<file path="src/sysref_clk_pkg.sv">
// constants, field positions and carrier types for the sysref clock-control register group
// Contract
// (RULE_01) first control register resets 0x80, reserved top bit
// (RULE_02) bit 6 enables sysref event processing
// (RULE_03) host enables receiver before or with processor
// (RULE_04) bit 5 turns receiver on, resets off
// (RULE_05) bit 4 selects finer windowing delay steps
// (RULE_06) host sets zoom when several windows valid
// (RULE_07) bits 3:0 choose sysref delay, reset zero
// (RULE_08) host picks delay from position status readback
// (RULE_09) second control register resets 0x00, reserved 7:3
// (RULE_10) second register bit 0 inverts used sysref
// (RULE_11) second register bit 2 device clock pecl mode
// (RULE_12) second register bit 1 sysref pecl mode
// (RULE_13) third control register resets 0x10
// (RULE_14) third register bit 2 analog supply quieting
// (RULE_15) third register bit 0 clock supply quieting
// (RULE_16) position register at 0x2C, read-only, resets zero
// (RULE_17) position register returns 24-bit edge status word
// (RULE_18) soft reset restores defaults, 750 ns quiet time
// (RULE_19) fields read back and drive functions continuously
package sysref_clk_pkg;
  localparam int ADDR_W = 15;
  localparam int BYTE_W = 8;
  localparam int POS_W = 24;
  localparam int SEL_W = 4;
  localparam int HDR_BITS = 16;
  localparam logic [ADDR_W-1:0] CTRL_ZERO_OFS = 15'h0029;
  localparam logic [ADDR_W-1:0] CTRL_ONE_OFS = 15'h002A;
  localparam logic [ADDR_W-1:0] CTRL_TWO_OFS = 15'h002B;
  localparam logic [ADDR_W-1:0] POS_OFS = 15'h002C;
  localparam logic [ADDR_W-1:0] POS_MID_OFS = 15'h002D;
  localparam logic [ADDR_W-1:0] POS_TOP_OFS = 15'h002E;
  localparam logic [BYTE_W-1:0] CTRL_ZERO_RST = 8'h80;
  localparam logic [BYTE_W-1:0] CTRL_ONE_RST = 8'h00;
  localparam logic [BYTE_W-1:0] CTRL_TWO_RST = 8'h10;
  localparam logic [POS_W-1:0] POS_RST = 24'h000000;
  localparam int PROC_BIT = 6;
  localparam int RECV_BIT = 5;
  localparam int ZOOM_BIT = 4;
  localparam int SEL_HI = 3;
  localparam int SEL_LO = 0;
  localparam int INV_BIT = 0;
  localparam int SYS_PECL_BIT = 1;
  localparam int DEV_PECL_BIT = 2;
  localparam int ANA_Q_BIT = 2;
  localparam int CLK_Q_BIT = 0;
  localparam int MCLK_MHZ = 250;
  localparam int RESET_QUIET_NS = 750;
  // longest time, so floor division
  localparam int RESET_QUIET_CYC = (RESET_QUIET_NS * MCLK_MHZ) / 1000;
  localparam int BUSY_W = 8;
  typedef struct packed {
    logic wr;
    logic [ADDR_W-1:0] addr;
    logic [BYTE_W-1:0] data;
  } reg_req_t;
endpackage

</file>
<file path="src/sysref_clock_control_regs.sv">
// clock-control register group with sysref controls and position status
`timescale 1ns/10ps
module sysref_clock_control_regs (
  input wire logic mclk_i,
  input wire logic rst_i,
  input wire logic soft_reset_i,
  input wire logic sclk_i,
  input wire logic csn_i,
  input wire logic sdi_i,
  input wire logic sysref_i,
  input wire logic [sysref_clk_pkg::POS_W-1:0] edge_position_i,
  output logic sdo_o,
  output logic sdo_oe_n_o,
  output logic reset_busy_o,
  output logic sysref_event_o,
  output logic sysref_processor_on_o,
  output logic sysref_receiver_on_o,
  output logic sysref_fine_window_o,
  output logic [sysref_clk_pkg::SEL_W-1:0] sysref_delay_choice_o,
  output logic sysref_polarity_flip_o,
  output logic sysref_pecl_input_mode_o,
  output logic device_clock_pecl_input_mode_o,
  output logic analog_supply_quieting_on_o,
  output logic clock_supply_quieting_on_o
);
  // ************************************************************
  // soft reset and quiet time
  // ************************************************************
  logic [sysref_clk_pkg::BUSY_W-1:0] busy_cnt_ff;
  logic int_rst;
  // registers and port are held while the quiet time runs
  assign int_rst = rst_i | soft_reset_i | reset_busy_o; // RULE_18
  always_ff @(posedge mclk_i)
  begin
    if (rst_i)
    begin
      busy_cnt_ff <= '0;
      reset_busy_o <= 1'b0;
    end
    else if (soft_reset_i)
    begin
      busy_cnt_ff <= sysref_clk_pkg::BUSY_W'(sysref_clk_pkg::RESET_QUIET_CYC - 1); // RULE_18
      reset_busy_o <= 1'b1;
    end
    else if (reset_busy_o)
    begin
      busy_cnt_ff <= busy_cnt_ff - sysref_clk_pkg::BUSY_W'(1);
      // self-clearing once the count runs out
      if (busy_cnt_ff == '0)
      begin
        reset_busy_o <= 1'b0;
      end
    end
  end
  // ************************************************************
  // serial port
  // ************************************************************
  sysref_clk_pkg::reg_req_t req;
  logic [sysref_clk_pkg::ADDR_W-1:0] rd_addr;
  logic [sysref_clk_pkg::BYTE_W-1:0] rd_data;
  spi_serial_port u_port (
    .mclk_i(mclk_i),
    .rst_i(int_rst),
    .sclk_i(sclk_i),
    .csn_i(csn_i),
    .sdi_i(sdi_i),
    .rd_data_i(rd_data),
    .req_o(req),
    .rd_addr_o(rd_addr),
    .sdo_o(sdo_o),
    .sdo_oe_n_o(sdo_oe_n_o)
  );
  // ************************************************************
  // control registers
  // ************************************************************
  // reserved bits are stored as written; software keeps them at default
  logic [sysref_clk_pkg::BYTE_W-1:0] ctrl_zero_ff, ctrl_one_ff, ctrl_two_ff;
  always_ff @(posedge mclk_i)
  begin
    if (int_rst)
    begin
      ctrl_zero_ff <= sysref_clk_pkg::CTRL_ZERO_RST; // RULE_01
    end
    else if (req.wr && req.addr == sysref_clk_pkg::CTRL_ZERO_OFS)
    begin
      ctrl_zero_ff <= req.data; // RULE_19
    end
  end
  always_ff @(posedge mclk_i)
  begin
    if (int_rst)
    begin
      ctrl_one_ff <= sysref_clk_pkg::CTRL_ONE_RST; // RULE_09
    end
    else if (req.wr && req.addr == sysref_clk_pkg::CTRL_ONE_OFS)
    begin
      ctrl_one_ff <= req.data; // RULE_19
    end
  end
  always_ff @(posedge mclk_i)
  begin
    if (int_rst)
    begin
      ctrl_two_ff <= sysref_clk_pkg::CTRL_TWO_RST; // RULE_13
    end
    else if (req.wr && req.addr == sysref_clk_pkg::CTRL_TWO_OFS)
    begin
      ctrl_two_ff <= req.data; // RULE_19
    end
  end
  assign sysref_processor_on_o = ctrl_zero_ff[sysref_clk_pkg::PROC_BIT]; // RULE_02
  assign sysref_receiver_on_o = ctrl_zero_ff[sysref_clk_pkg::RECV_BIT]; // RULE_04
  assign sysref_fine_window_o = ctrl_zero_ff[sysref_clk_pkg::ZOOM_BIT]; // RULE_05
  assign sysref_delay_choice_o = ctrl_zero_ff[sysref_clk_pkg::SEL_HI:sysref_clk_pkg::SEL_LO]; // RULE_07
  assign sysref_polarity_flip_o = ctrl_one_ff[sysref_clk_pkg::INV_BIT]; // RULE_10
  assign sysref_pecl_input_mode_o = ctrl_one_ff[sysref_clk_pkg::SYS_PECL_BIT]; // RULE_12
  assign device_clock_pecl_input_mode_o = ctrl_one_ff[sysref_clk_pkg::DEV_PECL_BIT]; // RULE_11
  assign analog_supply_quieting_on_o = ctrl_two_ff[sysref_clk_pkg::ANA_Q_BIT]; // RULE_14
  assign clock_supply_quieting_on_o = ctrl_two_ff[sysref_clk_pkg::CLK_Q_BIT]; // RULE_15
  // ************************************************************
  // sysref path and position status
  // ************************************************************
  logic [sysref_clk_pkg::POS_W-1:0] position;
  sysref_event_path u_sysref (
    .mclk_i(mclk_i),
    .rst_i(int_rst),
    .sysref_i(sysref_i),
    .edge_position_i(edge_position_i),
    .receiver_on_i(sysref_receiver_on_o),
    .processor_on_i(sysref_processor_on_o),
    .polarity_flip_i(sysref_polarity_flip_o),
    .event_o(sysref_event_o),
    .position_o(position)
  );
  // ************************************************************
  // read mux
  // ************************************************************
  // the position word spans three byte addresses, low byte first; no write path
  always_comb
  begin
    rd_data = 8'h00;
    unique case (rd_addr)
      sysref_clk_pkg::CTRL_ZERO_OFS: rd_data = ctrl_zero_ff;
      sysref_clk_pkg::CTRL_ONE_OFS: rd_data = ctrl_one_ff;
      sysref_clk_pkg::CTRL_TWO_OFS: rd_data = ctrl_two_ff;
      sysref_clk_pkg::POS_OFS: rd_data = position[7:0]; // RULE_16
      sysref_clk_pkg::POS_MID_OFS: rd_data = position[15:8]; // RULE_17
      sysref_clk_pkg::POS_TOP_OFS: rd_data = position[23:16]; // RULE_17
      default: rd_data = 8'h00;
    endcase
  end

  logic wr_zero;
  assign wr_zero = req.wr && req.addr == sysref_clk_pkg::CTRL_ZERO_OFS;
  logic wr_one, wr_two, calm, pos_wr;
  assign wr_one = req.wr && req.addr == sysref_clk_pkg::CTRL_ONE_OFS;
  assign wr_two = req.wr && req.addr == sysref_clk_pkg::CTRL_TWO_OFS;
  // soft reset and the quiet time override any write in flight
  assign calm = !soft_reset_i && !reset_busy_o;
  assign pos_wr = req.wr && req.addr inside {sysref_clk_pkg::POS_OFS,
    sysref_clk_pkg::POS_MID_OFS, sysref_clk_pkg::POS_TOP_OFS};
endmodule // sysref_clock_control_regs

</file>
<file path="src/spi_serial_port.sv">
// serial register port: header of read flag and 15-bit address, then streamed bytes
`timescale 1ns/10ps
module spi_serial_port (
  input wire logic mclk_i,
  input wire logic rst_i,
  input wire logic sclk_i,
  input wire logic csn_i,
  input wire logic sdi_i,
  input wire logic [sysref_clk_pkg::BYTE_W-1:0] rd_data_i,
  output sysref_clk_pkg::reg_req_t req_o,
  output logic [sysref_clk_pkg::ADDR_W-1:0] rd_addr_o,
  output logic sdo_o,
  output logic sdo_oe_n_o
);
  // ************************************************************
  // pin synchronisers
  // ************************************************************
  // sclk must stay below mclk/8 so each edge is seen after sync delay
  logic sclk_s1_ff, sclk_s2_ff, sclk_s3_ff;
  logic csn_s1_ff, csn_s2_ff;
  logic sdi_s1_ff, sdi_s2_ff;
  always_ff @(posedge mclk_i)
  begin
    sclk_s1_ff <= sclk_i;
    sclk_s2_ff <= sclk_s1_ff;
    sclk_s3_ff <= sclk_s2_ff;
    csn_s1_ff <= csn_i;
    csn_s2_ff <= csn_s1_ff;
    sdi_s1_ff <= sdi_i;
    sdi_s2_ff <= sdi_s1_ff;
  end
  logic rise, fall, idle;
  assign rise = sclk_s2_ff & ~sclk_s3_ff;
  assign fall = ~sclk_s2_ff & sclk_s3_ff;
  assign idle = rst_i | csn_s2_ff;
  // ************************************************************
  // frame shifter
  // ************************************************************
  logic [sysref_clk_pkg::HDR_BITS-1:0] hdr_ff;
  logic [sysref_clk_pkg::BYTE_W-1:0] dat_ff, out_ff;
  logic [4:0] cnt_ff;
  logic in_data_ff, rd_ff, load_ff;
  logic [sysref_clk_pkg::HDR_BITS-1:0] nxt_hdr;
  assign nxt_hdr = {hdr_ff[sysref_clk_pkg::HDR_BITS-2:0], sdi_s2_ff};
  always_ff @(posedge mclk_i)
  begin
    req_o.wr <= 1'b0;
    load_ff <= 1'b0;
    if (idle)
    begin
      cnt_ff <= 5'h00;
      in_data_ff <= 1'b0;
      rd_ff <= 1'b0;
      hdr_ff <= '0;
      dat_ff <= 8'h00;
      rd_addr_o <= '0;
      req_o.addr <= '0;
      req_o.data <= 8'h00;
    end
    else if (rise && !in_data_ff)
    begin
      hdr_ff <= nxt_hdr;
      cnt_ff <= cnt_ff + 5'h01;
      if (cnt_ff == 5'(sysref_clk_pkg::HDR_BITS - 1))
      begin
        in_data_ff <= 1'b1;
        cnt_ff <= 5'h00;
        rd_ff <= nxt_hdr[sysref_clk_pkg::HDR_BITS-1];
        rd_addr_o <= nxt_hdr[sysref_clk_pkg::ADDR_W-1:0];
        load_ff <= 1'b1;
      end
    end
    else if (rise)
    begin
      dat_ff <= {dat_ff[sysref_clk_pkg::BYTE_W-2:0], sdi_s2_ff};
      cnt_ff <= cnt_ff + 5'h01;
      if (cnt_ff == 5'(sysref_clk_pkg::BYTE_W - 1))
      begin
        cnt_ff <= 5'h00;
        req_o.wr <= ~rd_ff;
        req_o.addr <= rd_addr_o;
        req_o.data <= {dat_ff[sysref_clk_pkg::BYTE_W-2:0], sdi_s2_ff};
        // streaming always ascends
        rd_addr_o <= rd_addr_o + 15'h0001;
        load_ff <= 1'b1;
      end
    end
  end
  // ************************************************************
  // read data out, changed on falling sclk
  // ************************************************************
  always_ff @(posedge mclk_i)
  begin
    if (idle)
    begin
      out_ff <= 8'h00;
      sdo_o <= 1'b0;
      sdo_oe_n_o <= 1'b1;
    end
    else if (load_ff)
    begin
      out_ff <= rd_data_i;
      sdo_oe_n_o <= ~rd_ff;
    end
    else if (fall && in_data_ff)
    begin
      sdo_o <= out_ff[sysref_clk_pkg::BYTE_W-1];
      out_ff <= {out_ff[sysref_clk_pkg::BYTE_W-2:0], 1'b0};
    end
  end
endmodule // spi_serial_port

</file>
<file path="src/sysref_event_path.sv">
// sysref pin conditioning: sync, polarity, gating and edge position capture
`timescale 1ns/10ps
module sysref_event_path (
  input wire logic mclk_i,
  input wire logic rst_i,
  input wire logic sysref_i,
  input wire logic [sysref_clk_pkg::POS_W-1:0] edge_position_i,
  input wire logic receiver_on_i,
  input wire logic processor_on_i,
  input wire logic polarity_flip_i,
  output logic event_o,
  output logic [sysref_clk_pkg::POS_W-1:0] position_o
);
  logic sr_s1_ff, sr_s2_ff, sr_prev_ff;
  logic [sysref_clk_pkg::POS_W-1:0] pos_s1_ff, pos_s2_ff;
  always_ff @(posedge mclk_i)
  begin
    sr_s1_ff <= sysref_i;
    sr_s2_ff <= sr_s1_ff;
    pos_s1_ff <= edge_position_i;
    pos_s2_ff <= pos_s1_ff;
  end
  logic sr_used, sr_rise;
  assign sr_used = sr_s2_ff ^ polarity_flip_i; // RULE_10
  assign sr_rise = sr_used & ~sr_prev_ff & receiver_on_i;
  always_ff @(posedge mclk_i)
  begin
    if (rst_i)
    begin
      sr_prev_ff <= 1'b0;
      event_o <= 1'b0;
      position_o <= sysref_clk_pkg::POS_RST; // RULE_16
    end
    else
    begin
      sr_prev_ff <= sr_used;
      // processor off: edges are seen but never passed on
      event_o <= sr_rise & processor_on_i; // RULE_02
      if (sr_rise)
      begin
        position_o <= pos_s2_ff; // RULE_17
      end
    end
  end
endmodule // sysref_event_path

</file>
<file path="config.mk">
export PLATFORM = sky130hd
export DESIGN_NAME = sysref_clock_control_regs
export DESIGN_NICKNAME = d
export VERILOG_FILES = /design/src/sysref_clk_pkg.sv /design/src/sysref_clock_control_regs.sv /design/src/spi_serial_port.sv /design/src/sysref_event_path.sv
export SDC_FILE = /design/constraint.sdc
export NUM_CORES = 1
export LEC_CHECK = 0
export ABC_AREA = 1
export BUFFER_PORTS_ARGS = -buffer_cell sky130_fd_sc_hd__buf_2
export CORE_UTILIZATION = 60
export DETAILED_ROUTE_END_ITERATION = 12
export HOLD_SLACK_MARGIN = 0.06
export PLACE_DENSITY = 0.85
export SYNTH_ARGS = -nofsm -noshare
export SYNTH_HDL_FRONTEND = slang
export SYNTH_HIERARCHICAL = 1
export SYNTH_SLANG_ARGS = --single-unit
</file>
<file path="constraint.sdc">
create_clock -name mclk_i -period 1.7 [get_ports mclk_i]
set_input_delay 0.085 -clock mclk_i [delete_from_list [all_inputs] [get_ports mclk_i]]
set_output_delay 0.085 -clock mclk_i [all_outputs]
set_load 0.005 [all_outputs]
</file>
==> impl_results.md <==
- Status: completed
- Crit path cell chain: nor2_1 > nand2_1 > nor2_4 > buf_12 > clkbuf_16 > nand3_1 > nand2_1 > nor2_1 > nand2_1 > nand2_1 > a31oi_1
- Final hold slack: 0.269 ns
- Detailed Routing Iterations Pass 1: 8
- Max VDD drop: 1.02 mV
- Total track usage: 29.6%
- RR Startpoint: u_port/rd_addr_o[12]
- R2R depth: 11
- Total core area: 0.0127 sq mm
- Post-DP Area: 0.00835 sq mm
- Reg clk slew, reported paths: 0.08 ns
- Antenna-violating nets left: 0
- Leak pwr: 3.87 nW
- Setup crit start: u_port/rd_addr_o[12]
- Fin area: 0.00942 sq mm
- Crit path kind: flip-flop to flip-flop
- Die extent in x: 117 um
- Crit path arrival time: 1.98 ns
- R2r setup slk: 0.04 ns
- Synth async-reset ratio: 0%
- Number of max-cap violations: 0
- TritonCTS Buffers: 17
- CP max stage cell: dfxtp_1
- I/O pins: 47
- Syn. warnings: 6
- First-pass GRT wire length: 30800 um
- Synthesized area per cell: 7.52 sq um
- Yosys reg bits: 195
- EDFF count, synth: 0
- Via count: 7202
- Total gr overflow: 0
- Antenna violations before repair: 0
- Tcrit/Tclk final: 97.9%
- GPL Wtd Cong: 0.902
- Synthesized Nets: 1089
- Setup crit end kind: flip-flop
- # DRC: 0
- Max Clk Rate: 601 MHz
- Routed wire length: 19500 um
- Clk sinks: 195
- Min Tclk post-route: 1.66 ns
- Die Area: 0.0137 sq mm
- Largest net degree at the start of global routing: 51
- Commonest non-fill, non-tap cell in the layout: nand2_1
- Max FO, Critical Path: 22
- TritonCTS clock tree: built
- H-tree depth: 4
- Starting DRC count in detailed routing: 743
- Total power: 9.02 mW
- Worst path required time: 2.01 ns
- Vias in the first global route: 6540
- Final Max Slew Viols: 0
- Mapped Cells: 1053
- Worst hold path type: primary input to flip-flop
- Avg WL per Cell: 14.8 um
- Relative max-transition margin: 64.7%
- Clock Path Buffers: 2
- Area growth, synth to finish: 19.0%
- Crit path to: u_port/out_ff[7]
- Sequential share of the synthesized area: 49.3%
- Die Y: 117 um
- Setup Skew: 0.0105 ns
- Layout cell share with drive strength beyond 1: 14.7%
- Most frequent cells in the layout: 196 x nand2_1, 191 x dfxtp_1, 142 x nor2_1, 129 x inv_1, 113 x nand3_1
- Post-DP HPWL: 11800 um
- Clock Latency Late Sink: 0.44 ns
- Fillers: 919
- Slowest stage delay, CP: 0.44 ns
- N_diodes: 0
- Starting Density: 62.2%
- Drt via density: 5.45
- CTS root buf: clkbuf_16
- Setup-failing EPs final: 0
- Worst Tran Pin Value: 0.528 ns
- Pre-CTS WS: 0.0411 ns
- Top_reg_cell synth: dfxtp_1
- Synthesized area: 0.00792 sq mm
- Final nets: 1173
- Power Density: 958 mW/mm^2
- Row Count: 41
- Final worst setup slack: 0.0363 ns
- # port buffers: 46
- Worst setup SP type: flip-flop
- Worst path most repeated cell: nand2_1
- RR Endpoint: u_port/out_ff[7]
- Yosys cell types: 37
- Hold Vio Cnt, Final: 0
[state kept, by name, summed over array words and instances, names as in the netlist, 5 cells and up]
name	cells
u_sysref/pos_s1_ff	24
ctrl_one_ff	8
u_port/hdr_ff	15
ctrl_two_ff	8
u_sysref/pos_s2_ff	24
u_port/rd_addr_o	15
u_port/cnt_ff	5
ctrl_zero_ff	8
u_port/req_o	24
u_port/out_ff	8
u_port/dat_ff	7
u_sysref/position_o	24
busy_cnt_ff	8
[power by group]
part	switching [mW]	internal [mW]	total (mW)
Sequential	0.0382	4.65	4.69
Combinational	0.194	0.144	0.338
Clock	1.97	2.02	3.99
Total	2.21	6.81	9.02
[worst max-delay path: cells and delay by family, from the launching register on]
kind                   cells  cell delay (ns)
AOI/OAI and AO/OA          1             0.08
buffers and inverters      2             0.32
and+or+nand+nor            8             0.70
DFF                        1             0.44
[cell families after synthesis]
kind of cell,after synthesis,synth area share [%]
simple gates,517,29.1
fa+ha+maj,5,0.790
flops,195,49.3
buf+inv,181,10.1
xor+xnor,4,0.443
compound gates,151,10.2
[area by class of cell]
class                   count  area (sq um)  share of cell area, %
clock buffers              18           439                   4.66
clock inverters            14           156                   1.66
inverters                 137           517                   5.49
multi-input cells         677          3270                   34.7
flip-flops and latches    195          3910                   41.6
well taps                 172           215                   2.29
repair buffers            109           906                   9.62
[repair_timing]
action | 4_1_cts | 5_1_grt
resized for setup | 2 | 21
hold endpoints to repair | 37 | 0
gates cloned | 0 | 3
endpoints found under the setup margin | 2 | 14
hold buffers | 30 | 0
pin swaps | 0 | 2
setup buffers | 0 | 2
[routing by layer]
layer | vias to the layer above | global-route usage [%] | wire length (um)
li1 | 3518 | - | -
met1 | 3297 | 37.3 | 8050
met2 | 335 | 49.2 | 9430
met3 | 52 | 7.00 | 1560
met4 | 0 | 11.8 | 470
met5 | - | 0 | 0
[worst min path at each step]
stage / startpoint / end / cells past startpoint
after floorplan: csn_i / u_port/csn_s1_ff / 0
after global placement: edge_position_i[0] / u_sysref/pos_s1_ff[0] / 1
after detailed placement: edge_position_i[12] / u_sysref/pos_s1_ff[12] / 1
after CTS: sdi_i / u_port/sdi_s1_ff / 2
after global routing: edge_position_i[3] / u_sysref/pos_s1_ff[3] / 2
final: edge_position_i[14] / u_sysref/pos_s1_ff[14] / 2
[synthesized netlist by cell type, types with 5 or more instances]
cell / number / area [sq um]
inv_2: 5 / 18.8
clkbuf_1: 11 / 41.3
dfxtp_1: 195 / 3900
nand3_1: 113 / 566
inv_1: 129 / 484
buf_4: 8 / 60.1
a31oi_1: 8 / 50.1
nor2_4: 7 / 78.8
nor2_2: 11 / 68.8
o21ai_0: 56 / 280
nand2_1: 197 / 739
a21oi_2: 9 / 78.8
buf_6: 8 / 90.1
nand2_2: 9 / 56.3
nand4_1: 21 / 131
ha_1: 5 / 62.6
nor2_1: 147 / 552
a21oi_1: 71 / 355
buf_2: 15 / 75.1
[per-stage QoR]
step,util [%],std cells,setup TNS (ns)
3_5_place_dp,65.7,1255,0
4_1_cts,72.7,1317,0
6_report,74.0,1322,0
5_1_grt,74.0,1322,-0.368
3_3_place_gp,65.7,1255,0
2_1_floorplan,-,1053,0
(Power assumes the default switching activity.)
